### src/pkg/syndrome_pkg.sv
// syndrome_pkg: field positions, codes and register offsets of the syndrome encoder
// assumes one 10 MHz core clock and a plain register port
`default_nettype none
package syndrome_pkg;
	localparam int SYND_W = 25;
	localparam int TRAP_CODE_LSB = 0;
	localparam int WALK2_BIT = 21;
	localparam int FETCH_BIT = 20;
	localparam int STATUS_LSB = 14;
	localparam int NESTED_BIT = 13;
	localparam int CMAINT_BIT = 8;
	localparam int WALK1_BIT = 7;
	localparam logic [2:0] TRAP_CTRL = 3'h0;
	localparam logic [2:0] TRAP_STREAM_ON = 3'h1;
	localparam logic [2:0] TRAP_STREAM_OFF = 3'h2;
	localparam logic [2:0] TRAP_ARRAY_OFF = 3'h3;
	localparam logic [5:0] CLASS_MATRIX = 6'h1D;
	localparam logic [5:0] CLASS_UNKNOWN = 6'h00;
	localparam logic [5:0] CLASS_PROTECT = 6'h1E;
	localparam logic [5:0] ST_ADDR_SIZE = 6'h00;
	localparam logic [5:0] ST_WALK = 6'h04;
	localparam logic [5:0] ST_GRANULE = 6'h0C;
	localparam logic [5:0] ST_EXT_ABORT = 6'h14;
	localparam logic [3:0] ADDR_MATRIX = 4'h0;
	localparam logic [3:0] ADDR_PROTECT = 4'h1;
	localparam logic [3:0] ADDR_TAKEN = 4'h2;
	localparam logic [3:0] ADDR_CONFIG = 4'h3;
	localparam logic [31:0] CONFIG_RESET = 32'h0000_0001;
	localparam logic [24:0] SYND_RESET = 25'h000_0000;
	typedef enum logic [1:0] {
		CAUSE_CTRL = 2'h0,
		CAUSE_STREAM_ON = 2'h1,
		CAUSE_STREAM_OFF = 2'h3,
		CAUSE_ARRAY_OFF = 2'h2
	} matrix_cause_type;
	typedef enum logic [1:0] {
		KIND_ADDR_SIZE = 2'h0,
		KIND_WALK = 2'h1,
		KIND_GRANULE = 2'h3,
		KIND_EXT_ABORT = 2'h2
	} check_kind_type;
	typedef struct packed {
		logic take;
		matrix_cause_type cause;
		logic ctrlUnknownClass;
		logic [1:0] ctrlLevel;
		logic [1:0] fromLevel;
	} matrix_trap_type;
	typedef struct packed {
		logic take;
		logic stage2Walk;
		logic stage1ViaStage2;
		logic instrFetch;
		check_kind_type kind;
		logic level1;
		logic nestedPageUse;
		logic fromEl1;
		logic toEl1;
		logic cacheMaint;
		logic addrTranslate;
		logic zeroBlock;
	} check_fault_type;
	typedef struct packed {
		logic valid;
		logic [5:0] exceptionClass;
		logic [24:0] syndrome;
	} synd_out_type;
	function automatic logic [5:0] status_code(check_kind_type k, logic lvl1);
		logic [5:0] base;
		base = ST_ADDR_SIZE;
		case (k)
			KIND_WALK: base = ST_WALK;
			KIND_GRANULE: base = ST_GRANULE;
			KIND_EXT_ABORT: base = ST_EXT_ABORT;
			default: base = ST_ADDR_SIZE;
		endcase
		return base | {5'h00, lvl1};
	endfunction
endpackage
`default_nettype wire

### src/design/trap_and_gpc_syndrome_encoder.sv
// trap_and_gpc_syndrome_encoder: builds and captures the syndrome for matrix traps
// and protection check faults; assumes the pipeline raises one take at a time
// Operation
// [RQ1] matrix trap: code low three bits, rest zero
// [RQ2] code one: vector instruction while streaming
// [RQ3] code two: matrix instruction, streaming off
// [RQ4] code three: matrix instruction, array storage off
// [RQ5] code zero: enable control trap, unless class zero
// [RQ6] enable control traps use matrix class
// [RQ7] covers matrix, streaming vector, control register accesses
// [RQ8] enable controls trap by level scope
// [RQ9] stage two walk flag; high bits zero
// [RQ10] fetch flag set for instruction access
// [RQ11] status field; address size codes
// [RQ12] walk fault status codes
// [RQ13] granule fault status codes
// [RQ14] external abort status codes
// [RQ15] nested page flag for level one moves
// [RQ16] nested flag zero at level one, fetches
// [RQ17] cache maintenance flag for maintenance, translation
// [RQ18] zeroing instructions never set maintenance flag
// [RQ19] syndrome fields undefined after warm reset; reset clears matrixSynd and checkSynd to SYND_RESET (zero)
// [RQ20] stage one walk via stage two flag
// [RQ21] whole syndrome captured in one cycle
//
// The register offsets and the address-and-strobe port were left to the implementer.
`timescale 1ns/1ps
`default_nettype none
module trap_and_gpc_syndrome_encoder
	import syndrome_pkg::*;
(
	input wire logic sys_clk,
	input wire logic rst_n,
	input wire matrix_trap_type matrixTrap,
	input wire check_fault_type checkFault,
	input wire logic nestedVirtFeature,
	input wire logic [3:0] regAddr,
	input wire logic [31:0] regWrData,
	input wire logic regWr,
	input wire logic regRd,
	output logic [31:0] regRdData,
	output synd_out_type syndOut,
	output logic badTrapScope
);
	typedef struct packed {
		logic [24:0] matrixSynd;
		logic [24:0] checkSynd;
		synd_out_type out;
		logic [31:0] cfg;
		logic [31:0] rdData;
		logic [7:0] takenCount;
		logic scopeErr;
	} state_type;

	state_type s_r;
	state_type s_nxt;
	logic [24:0] checkSyndComb;

	check_syndrome_enc encoder (
		.fault(checkFault),
		.nestedVirtFeature(nestedVirtFeature & s_r.cfg[0]),
		.syndrome(checkSyndComb)
	);

	function automatic logic [2:0] trap_code(matrix_cause_type c);
		logic [2:0] code;
		code = TRAP_CTRL;
		case (c)
			CAUSE_STREAM_ON: code = TRAP_STREAM_ON; // [RQ2]
			CAUSE_STREAM_OFF: code = TRAP_STREAM_OFF; // [RQ3]
			CAUSE_ARRAY_OFF: code = TRAP_ARRAY_OFF; // [RQ4]
			default: code = TRAP_CTRL; // [RQ5]
		endcase
		return code;
	endfunction

	// level scope: ctrlLevel 1 traps from 0/1, 2 from 0..2, 3 from all
	function automatic logic scope_ok(logic [1:0] ctrl, logic [1:0] from);
		return (ctrl != 2'h0) && (from <= ctrl);
	endfunction

	always_comb begin
		s_nxt = s_r;
		s_nxt.rdData = 32'h0000_0000;
		s_nxt.out.valid = 1'b0;
		if (matrixTrap.take) begin
			s_nxt.matrixSynd = {22'h00_0000, trap_code(matrixTrap.cause)}; // [RQ1] [RQ7]
			s_nxt.out.syndrome = {22'h00_0000, trap_code(matrixTrap.cause)}; // [RQ21]
			s_nxt.out.valid = 1'b1;
			s_nxt.takenCount = s_r.takenCount + 8'h01;
			if (matrixTrap.cause == CAUSE_CTRL && matrixTrap.ctrlUnknownClass) begin
				s_nxt.out.exceptionClass = CLASS_UNKNOWN; // [RQ5]
			end else begin
				s_nxt.out.exceptionClass = CLASS_MATRIX; // [RQ6]
			end
			if (matrixTrap.cause == CAUSE_CTRL) begin
				s_nxt.scopeErr = ~scope_ok(matrixTrap.ctrlLevel, matrixTrap.fromLevel); // [RQ8]
			end else begin
				s_nxt.scopeErr = 1'b0;
			end
		end else if (checkFault.take) begin
			s_nxt.checkSynd = checkSyndComb; // [RQ21]
			s_nxt.out.syndrome = checkSyndComb;
			s_nxt.out.exceptionClass = CLASS_PROTECT;
			s_nxt.out.valid = 1'b1;
			s_nxt.takenCount = s_r.takenCount + 8'h01;
			s_nxt.scopeErr = 1'b0;
		end
		if (regWr) begin
			if (regAddr == ADDR_CONFIG) begin
				s_nxt.cfg = regWrData;
			end else if (regAddr == ADDR_TAKEN) begin
				// a take in the clearing cycle still counts
				s_nxt.takenCount = {7'h00, matrixTrap.take | checkFault.take};
			end
		end
		if (regRd) begin
			if (regAddr == ADDR_MATRIX) begin
				s_nxt.rdData = {7'h00, s_r.matrixSynd};
			end else if (regAddr == ADDR_PROTECT) begin
				s_nxt.rdData = {7'h00, s_r.checkSynd};
			end else if (regAddr == ADDR_TAKEN) begin
				s_nxt.rdData = {24'h00_0000, s_r.takenCount};
			end else if (regAddr == ADDR_CONFIG) begin
				s_nxt.rdData = s_r.cfg;
			end else begin
				s_nxt.rdData = 32'h0000_0000;
			end
		end
	end

	always_ff @(posedge sys_clk) begin
		if (!rst_n) begin
			s_r.out <= '0;
			s_r.cfg <= CONFIG_RESET;
			s_r.rdData <= 32'h0000_0000;
			s_r.takenCount <= 8'h00;
			s_r.scopeErr <= 1'b0;
			s_r.matrixSynd <= SYND_RESET; // [RQ19]
			s_r.checkSynd <= SYND_RESET;
		end else begin
			s_r <= s_nxt;
		end
	end

	assign regRdData = s_r.rdData;
	assign syndOut = s_r.out;
	assign badTrapScope = s_r.scopeErr;
endmodule
`default_nettype wire

### src/design/check_syndrome_enc.sv
// check_syndrome_enc: combinational encoder of the protection check syndrome
// assumes the fault descriptor is steady in the cycle it is taken
`timescale 1ns/1ps
`default_nettype none
module check_syndrome_enc
	import syndrome_pkg::*;
(
	input wire check_fault_type fault,
	input wire logic nestedVirtFeature,
	output logic [24:0] syndrome
);
	always_comb begin
		syndrome = SYND_RESET;
		syndrome[WALK2_BIT] = fault.stage2Walk; // [RQ9]
		syndrome[FETCH_BIT] = fault.instrFetch; // [RQ10]
		syndrome[STATUS_LSB +: 6] = status_code(fault.kind, fault.level1); // [RQ11] [RQ12] [RQ13] [RQ14]
		syndrome[NESTED_BIT] = nestedVirtFeature & fault.nestedPageUse & fault.fromEl1
			& ~fault.toEl1 & ~fault.instrFetch; // [RQ15] [RQ16]
		syndrome[CMAINT_BIT] = (fault.cacheMaint | fault.addrTranslate)
			& ~fault.zeroBlock; // [RQ17] [RQ18]
		syndrome[WALK1_BIT] = fault.stage1ViaStage2; // [RQ20]
	end
endmodule
`default_nettype wire

### config.mk
export PLATFORM = sky130hd
export DESIGN_NAME = trap_and_gpc_syndrome_encoder
export DESIGN_NICKNAME = d
export VERILOG_FILES = /design/src/pkg/syndrome_pkg.sv /design/src/design/trap_and_gpc_syndrome_encoder.sv /design/src/design/check_syndrome_enc.sv
export SDC_FILE = /design/constraint.sdc
export NUM_CORES = 1
export LEC_CHECK = 0
export ABC_AREA = 1
export BUFFER_PORTS_ARGS = -buffer_cell sky130_fd_sc_hd__buf_2
export CAP_MARGIN = 25
export CORE_MARGIN = 2
export CORE_UTILIZATION = 50
export DETAILED_ROUTE_END_ITERATION = 8
export HOLD_SLACK_MARGIN = 0.15
export PLACE_DENSITY = 0.78
export SLEW_MARGIN = 10
export SYNTH_ARGS = -nofsm -noshare
export SYNTH_HDL_FRONTEND = slang
export SYNTH_SLANG_ARGS = --single-unit
### constraint.sdc
create_clock -name sys_clk -period 2.55 [get_ports sys_clk]
set_clock_uncertainty 0.1 [all_clocks]
set_input_delay 0.51 -clock sys_clk [delete_from_list [all_inputs] [get_ports sys_clk]]
set_output_delay 0.51 -clock sys_clk [all_outputs]
set_load 0.005 [all_outputs]
# [Word level (Yosys, flattened, before mapping)]
# Index checks and enable logic that the tools add are counted.
[totals] regBits=108 inputBits=62 out_inout_bits=65
[classes] addsub=1 magnitude_cmp=1 eq_ne=9 n_mux=15 bitwise_logic=18 reduce_logical=14
[op_table] op="$mux W22" n=3
[op_table] op="$mux W32" n=2
[op_table] op="$mux W8" n=3
[op_table] op="$mux W9" n=2
[op_table] op="$pmux W5 S3" n=1
[op_table] op="$not A1 Y1" n=9
[op_table] op="$add A8 B1 Y8 const B" n=1
[op_table] op="$eq A2 B2 Y1 const B" n=4
[op_table] op="$eq A4 B2 Y1 const B" n=2
[op_table] op="$and A1 B1 Y1" n=6
[op_table] op="$pmux W2 S3" n=1
[op_table] op="$reduce_and A2 Y1" n=3
[op_table] op="$reduce_or A6 Y1" n=1
[op_table] op="$mux W5" n=1
[op_table] op="$or A5 B1 Y5" n=1
[op_table] op="$reduce_or A5 Y1" n=1
[op_table] op="$eq A2 B1 Y1 const B" n=2
[op_table] op="$eq A4 B1 Y1 const B" n=1
[op_table] op="$logic_not A4 Y1" n=1
[op_table] op="$reduce_bool A2 Y1" n=2
[op_table] op="$reduce_or A2 Y1" n=2
[op_table] op="$mux W3" n=1
[op_table] op="$reduce_or A3 Y1" n=1
[op_table] op="$le A2 B2 Y1" n=1
[op_table] op="4 further kinds" n=6

# [Longest topological paths before layout]
# Gate-level depths: netlist of the first run.
[logic_depth] word_depth=8 mapped_depth=9 ltp_nobuf=9

# [By module]
# Synthesis of the first run repeated with hierarchy kept, for this count alone.
[unflattened] hier_cells=667 area_unflattened_um2=5475.3
[by_module_without_submodules] module="trap_and_gpc_syndrome_encoder" n_inst=1 cells_per_inst=634 area_each_um2=5272.6
[by_module_without_submodules] module="check_syndrome_enc" n_inst=1 cells_per_inst=33 area_each_um2=202.7

# [Least setup slack after synthesis of the first run]
# OpenSTA, ideal clock, no wires.
[synth_timing] path_type="in2reg" from="input port matrixTrap[7] (netlist bit)" to="register s_r[119] (netlist bit)" t_arrival_ns=1.202 slack_ns=1.129 cell_stages=6 path_buffers=2 path_cell_list="clkbuf_2 > nor2_4 > inv_2 > buf_2 > o21ai_1 > a21oi_1"
[synth_via] elab_chain_len=2
[synth_lines] element="start: declaration" line_no="trap_and_gpc_syndrome_encoder.sv:34" source="input wire matrix_trap_type matrixTrap,"
[synth_lines] element="$not A1 Y1 (no line)"
[synth_lines] element="$reduce_and A2 Y1 (no line)"
[synth_lines] element="end signal: assignment" line_no="trap_and_gpc_syndrome_encoder.sv:142" source="s_r <= s_nxt;"
[synth_lines] element="end: declaration" line_no="trap_and_gpc_syndrome_encoder.sv:55" source="state_type s_r;"
# No other way between the ends.
# A chain may end at the register's enable or synchronous reset.

# [Worst setup path after layout of the first run]
[layout_timing] from="input port rst_n" to="register s_r (netlist bit regRdData[7])"
[layout_via] elab_chain_len=3
[layout_lines] element="start: declaration" line_no="trap_and_gpc_syndrome_encoder.sv:33" source="input wire logic rst_n,"
[layout_lines] element="$reduce_and A2 Y1 (no line)"
[layout_lines] element="$not A1 Y1 (no line)"
[layout_lines] element="$reduce_or A2 Y1 (no line)"
# No other way between the ends.

==> results of run 1 <==
worst paths after layout:
kind	from	endpoint	slack [ns]	cells after the start
worst max-delay path	rst_n	regRdData[7]$_SDFF_PP0_	0.91	7
worst min-delay path	regWrData[0]	s_r[41]$_SDFFE_PN1P_	0.25	3
worst max register to register	s_r[1]$_SDFF_PN0_	s_r[7]$_SDFF_PN0_	1.21	8
worst min register to register	s_r[69]$_SDFFE_PN0P_	regRdData[28]$_SDFF_PP0_	0.33	2
cell type report:
class,count,area (sq um),share of cell area
clock buffers,9,124,0.0271
multi-input cells,318,1460,0.319
flip-flops and latches,99,1980,0.433
inverters,52,195,0.0426
well taps,105,131,0.0287
repair buffers,114,591,0.129
clock inverters,7,92.6,0.0202
power groups by stage:
stage	Clock, W	Sequential [W]	Combinational (W)
floorplan	0	0.00163	0.000150
global route	0.00116	0.00160	0.000237
finish	0.00108	0.00160	0.000207
CTS	0.00110	0.00160	0.000208
detailed placement	0	0.00163	0.000208
global placement	0	0.00163	0.000201
per-stage QoR:
step           setup WS, ns  cell area [sq um]  cells  power [W]
2_1_floorplan          1.13               4210    550    0.00178
3_3_place_gp          0.604               4360    688    0.00183
3_5_place_dp          0.536               4360    688    0.00184
4_1_cts               0.932               4580    704    0.00290
5_1_grt               0.707               4580    704    0.00300
6_report              0.910               4580    704    0.00288
flip-flops by register name, summed over array words and instances, names as in the netlist:
signal,count
regRdData,32
badTrapScope,1
syndOut,15
s_r,51
worst register-to-register path, cell delays in order (launching register included):
cell                      delay [ns]
sky130_fd_sc_hd__dfxtp_1        0.40
sky130_fd_sc_hd__ha_1           0.18
sky130_fd_sc_hd__inv_1          0.05
sky130_fd_sc_hd__nor2_2         0.17
sky130_fd_sc_hd__nand2_1        0.11
sky130_fd_sc_hd__nor2_1         0.10
sky130_fd_sc_hd__nor2_1         0.05
sky130_fd_sc_hd__nand2_1        0.06
sky130_fd_sc_hd__inv_1          0.03
placed cells by master (no fill, tap or decap), types with 3 or more instances in the layout:
cell type	instances
sky130_fd_sc_hd__dfxtp_1	99
sky130_fd_sc_hd__nand2_1	135
sky130_fd_sc_hd__clkbuf_8	9
sky130_fd_sc_hd__nand4_1	6
sky130_fd_sc_hd__ha_1	6
sky130_fd_sc_hd__buf_2	111
sky130_fd_sc_hd__nor2_2	4
sky130_fd_sc_hd__a21oi_1	58
sky130_fd_sc_hd__clkinv_2	3
sky130_fd_sc_hd__nor2_1	38
sky130_fd_sc_hd__inv_1	49
sky130_fd_sc_hd__nor2_4	3
sky130_fd_sc_hd__o21ai_1	7
sky130_fd_sc_hd__o21ai_0	11
sky130_fd_sc_hd__conb_1	15
sky130_fd_sc_hd__nand3_1	22
layer usage:
layer | vias up | part of all wire | track usage
met5 | - | 0 | 0
met4 | 0 | 0.016 | 0.0652
met3 | 14 | 0.084 | 0.0680
met2 | 116 | 0.47 | 0.329
met1 | 1487 | 0.43 | 0.220
li1 | 1712 | - | -
logic make-up (layout without fill, tap and decap cells):
| logic type | after synthesis | count (layout) | share of synthesized area |
|---|---|---|---|
| fa+ha+maj | 6 | 6 | 0.0181 |
| compound gates | 79 | 79 | 0.0970 |
| xor+xnor | 3 | 3 | 0.00632 |
| other cells | 1 | 15 | 0.000902 |
| buf+inv | 133 | 182 | 0.184 |
| flops | 99 | 99 | 0.477 |
| simple gates | 215 | 215 | 0.217 |
==> impl_metrics.ini, run 1 <==
[min_path]
hold_path.class = in -> reg

[setup_path]
crit_path_max_fanout = 17
cp_top_family = buffers and inverters
timing_worst_setup_path_type = in -> reg
worstPathRequired_ns = 2.70
cp_max_delay_cell = sky130_fd_sc_hd__clkinv_1
path_cells = buf_2, nand2_1, clkinv_1, nand2_1, inv_1, nor2_1, a21oi_1
critPathMostFrequentCell = sky130_fd_sc_hd__nand2_1
cp-start-kind = input pin
timing.critical_path.slowest_cell_delay_ns = 0.39
crit_path_end_kind = flip-flop
timing.critical_path.buf_inv = 3
cp.arrival_ns = 1.79

[timing]
timing.final.max_slew_violations = 0
final_hold_viol_count = 0
min_period_over_period = 0.643
max_slew.worst_pin.slew_ns = 0.607
fin_tns_setup_ns = 0
slew_headroom = 0.594
rsz_0062_raised_after_global_routing = no
maxClockFrequency_mhz = 610
final_period_minus_worst_setup_slack_ns = 1.64
fin_worst_hold_slack_ns = 0.253
setup_violations = 0

[logic_synthesis]
yosys_warnings = 0
post-synth-top-area-cell = sky130_fd_sc_hd__dfxtp_1
synthDistinctLibCells = 28
ys_ff_latch = 99
yosysSeqAreaShare = 0.477
post_synth_inst_count = 536
asyncSetResetFlopFracSynth = 0
synth_area_per_cell_sq_um = 7.75
syn-cell-area_sq_mm = 0.00416
synth.cells.most_frequent = sky130_fd_sc_hd__nand2_1 (135), sky130_fd_sc_hd__dfxtp_1 (99), sky130_fd_sc_hd__buf_4 (68)
synth.top_cell.area_share = 0.477
synth_enable_flop_cells = 0
ys.flop_type = sky130_fd_sc_hd__dfxtp_1
yosysMostFrequentCell = sky130_fd_sc_hd__nand2_1
synthTopCellsByArea = sky130_fd_sc_hd__dfxtp_1 (48%), sky130_fd_sc_hd__buf_4 (12%), sky130_fd_sc_hd__nand2_1 (12%)

[power]
power.internal_w = 0.00221
p_leak_nw = 2.10
irDropWorstVdd_uv = 353
p_sw_frac = 0.233
power_frac_clock = 0.374
pwr-share-comb = 0.072
p_per_area_mw_per_mm2 = 630
switching_power_w = 0.000670
seq_power_share = 0.554

[clocking]
inserted_clock_buffers = 9
post_cts.resized_instances = 0
cts.root.buffer_cell = sky130_fd_sc_hd__clkbuf_8
clock_latency_ns = 0.36
maximum_level_of_the_cts_h_tree = 3
post-cts-setup-buffer-count = 0
clk_transition_reported_paths_ns = 0.10
clk_path_buf_depth = 2
quantity_of_hold_fixing_buffers_added_after_cts = 0
tritoncts = yes
clock_sinks = 99

[finish]
finalCoreUtilization = 0.563
drive_above_1_share = 0.240
finish.net_count = 662
n_antenna_cell = 0
fillerInstances = 756
area.growth.synth_to_final_pct = 10.1

[global_route]
gr-usage-all-layers = 0.191
grt_pass1_vias = 3144
global_route_wire_length_before_repair_microns = 13600
maximum_number_of_pins_on_one_net_before_global_route_repair = 33
antenna_found_initial = 0
global_route.overflow_total = 0

[job]
drv_cap = 0

[floorplanning]
top_level_ports = 127
initial_utilization = 0.511
die_area_sq_mm = 0.00906
chipWidth_microns = 95.2
coreArea_sq_mm = 0.00813
fp.dieH_microns = 95.2
std_cell_rows = 33

[routing]
detail-route-antenna-nets = 0
route.vias.total = 3329
dr.first_iter.drc_count = 82
route.detailed.vias_per_inst = 4.73
totalWireLength_microns = 8320
detail_route.wl_per_cell_microns = 11.8
drt_drc_violations_left = 0
dr.pass1.iters = 4

[placement]
place.gp.congestion = 0.861
dp.final_hpwl_microns = 6110
port_buffers = 111

[outcome]
outcome = finished clean
No activity file was read; power rests on OpenSTA's default activity.
==> inputs of run 2 (changes only) <==
Settings changed: ABC_AREA 1 to 0.
Clock period 2.55 ns to 1.6 ns, I/O delays scaled along.
==> impl_metrics.ini, run 2 <==
[outcome]
outcome = finished clean

[setup_path]
cp_max_delay_cell = sky130_fd_sc_hd__or4_4
path_cells = o2111ai_2, or4_4, a21oi_2
worstReg2RegStart = s_r[3]$_SDFF_PN0_
timing_worst_setup_path_type = reg -> reg
cp.arrival_ns = 1.68
cp_top_family = simple AND/OR/NAND/NOR gates
worstPathRequired_ns = 1.80
cp-start-kind = flip-flop
cp_startpoint = s_r[3]$_SDFF_PN0_
timing.critical_path.buf_inv = 0
crit_path_max_fanout = 6
timing.critical_path.slowest_cell_delay_ns = 0.52
crit_path_end_kind = flip-flop

[timing]
setup_ws_ns = 0.117
min_period_over_period = 0.927
final_hold_viol_count = 0
final_period_minus_worst_setup_slack_ns = 1.48
maxClockFrequency_mhz = 675
fin_worst_hold_slack_ns = 0.167
fin_tns_setup_ns = 0
rsz_0062_raised_after_global_routing = no
timing.final.max_slew_violations = 0
setup_violations = 0

[clocking]
clock_latency_ns = 0.35
tritoncts = yes
maximum_level_of_the_cts_h_tree = 3
post-cts-setup-buffer-count = 0
clock_sinks = 99
clk_path_buf_depth = 2
cts.root.buffer_cell = sky130_fd_sc_hd__clkbuf_8
post_cts.resized_instances = 0
quantity_of_hold_fixing_buffers_added_after_cts = 39
clk_transition_reported_paths_ns = 0.09
inserted_clock_buffers = 9

[global_route]
global_route_wire_length_before_repair_microns = 15200
global_route.overflow_total = 0
gr-usage-all-layers = 0.198
grt_pass1_vias = 3194
maximum_number_of_pins_on_one_net_before_global_route_repair = 35
antenna_found_initial = 1

[floorplanning]
fp.dieH_microns = 97.1
top_level_ports = 127
die_area_sq_mm = 0.00943
std_cell_rows = 33
coreArea_sq_mm = 0.00830
initial_utilization = 0.522
chipWidth_microns = 97.1

[placement]
port_buffers = 111
numPlacedInstances = 615
place.gp.congestion = 0.788
place_ws_ns = 0.0278
dp.final_hpwl_microns = 6450

[logic_synthesis]
ys_ff_latch = 99
yosysMostFrequentCell = sky130_fd_sc_hd__dfxtp_1
synth_enable_flop_cells = 0
asyncSetResetFlopFracSynth = 0
synth.top_cell.area_share = 0.457
post-synth-top-area-cell = sky130_fd_sc_hd__dfxtp_1
synthTopCellsByArea = sky130_fd_sc_hd__dfxtp_1 (46%), sky130_fd_sc_hd__buf_4 (11%), sky130_fd_sc_hd__a21boi_1 (5.0%)
synth.cells.most_frequent = sky130_fd_sc_hd__dfxtp_1 (99), sky130_fd_sc_hd__buf_4 (64), sky130_fd_sc_hd__nand3_1 (38)
yosys_warnings = 0
ys.flop_type = sky130_fd_sc_hd__dfxtp_1
synth_area_per_cell_sq_um = 9.36
yosysSeqAreaShare = 0.457
syn-cell-area_sq_mm = 0.00434
synthDistinctLibCells = 48
post_synth_inst_count = 463

[min_path]
hold_path.class = in -> reg
hp-start = matrixTrap[4]

[finish]
layout.cells.most_common_list = sky130_fd_sc_hd__buf_2 (111), sky130_fd_sc_hd__dfxtp_1 (99), sky130_fd_sc_hd__dlygate4sd3_1 (39), sky130_fd_sc_hd__nand3_1 (38), sky130_fd_sc_hd__a21boi_1 (29)
largest-register = s_r
largest_register_ff_count = 51
area.growth.synth_to_final_pct = 19.9
finalNonFillerCells = 670
final_common_cell = sky130_fd_sc_hd__buf_2
n_antenna_cell = 0
drive_above_1_share = 0.273
finish.net_count = 628

[routing]
detail-route-antenna-nets = 0
dr.first_iter.drc_count = 91
detail_route.wl_per_cell_microns = 13.9
drt_drc_violations_left = 0
totalWireLength_microns = 9280
route.detailed.vias_per_inst = 5.08
dr.pass1.iters = 4
route.vias.total = 3406

[power]
p_per_area_mw_per_mm2 = 871
p_total_w = 0.00453
irDropWorstVdd_uv = 541
p_leak_nw = 2.25

[job]
drv_cap = 0
## run 2: cell types whose count changed after synthesis, sizes merged, moves of 16 or more
cell and change:
a21boi +42, o21ai +22, nand2 -111, nor2 -22, nand3 +16, a21oi -49, inv -45, and2 +17
## run 2: area by class of cell
| type | instances | area (sq um) |
|---|---|---|
| timing repair buffer | 166 | 1100 |
| inverter | 6 | 22.5 |
| tap | 105 | 131 |
| clock inverter | 4 | 33.8 |
| fill | 699 | 3100 |
| sequential | 99 | 1980 |
| clock buffer | 12 | 155 |
| multi-input combinational | 278 | 1770 |
## run 2: where the power goes
part           leakage, nW  internal (W)  switching [W]
combinational         1.35      0.000248       0.000229
sequential           0.802       0.00251      0.0000306
clock               0.0932      0.000663       0.000849
total                 2.25       0.00342        0.00111
## run 2: logic make-up after synthesis
group | after synthesis | synth area share
other | 1 | 0.000865
adder cells (fa/ha/maj) | 6 | 0.0173
AO/OA/AOI/OAI | 112 | 0.176
XOR/XNOR | 3 | 0.00606
flip-flops | 99 | 0.457
AND/OR/NAND/NOR | 127 | 0.160
buffers and inverters | 100 | 0.148
multiplexers | 15 | 0.0349
## run 2: routing by layer
metal  routed length (microns)  global-route usage  vias up
met5                        11                   0        -
met4                       142              0.0607        2
met3                       591              0.0576       11
met2                      4490               0.329      119
met1                      4050               0.249     1586
li1                          -                   -     1688
## run 2: final timing paths
| path | endpoint | slack [ns] | depth (start not counted) |
|---|---|---|---|
| worst min register to register | regRdData[11]$_SDFF_PP0_ | 0.35 | 1 |
| worst min-delay path | syndOut[29]$_SDFFE_PN0P_ | 0.17 | 3 |
| worst max-delay path | s_r[8]$_SDFF_PN0_ | 0.12 | 3 |
| worst max register to register | s_r[8]$_SDFF_PN0_ | 0.12 | 3 |
## run 2: stage by stage
step / instance area (sq um) / utilization
after detailed placement: 4620 / 0.557
final: 5200 / 0.627
after global placement: 4620 / 0.557
after CTS: 5200 / 0.627
after global routing: 5200 / 0.627
after floorplan: 4390 / -
## run 2: worst reg2reg max path, delay by kind of cell, from the launching register on
family	cells	cell delay, ns
AND/OR/NAND/NOR	1	0.52
flip-flops	1	0.44
AO/OA/AOI/OAI	2	0.36
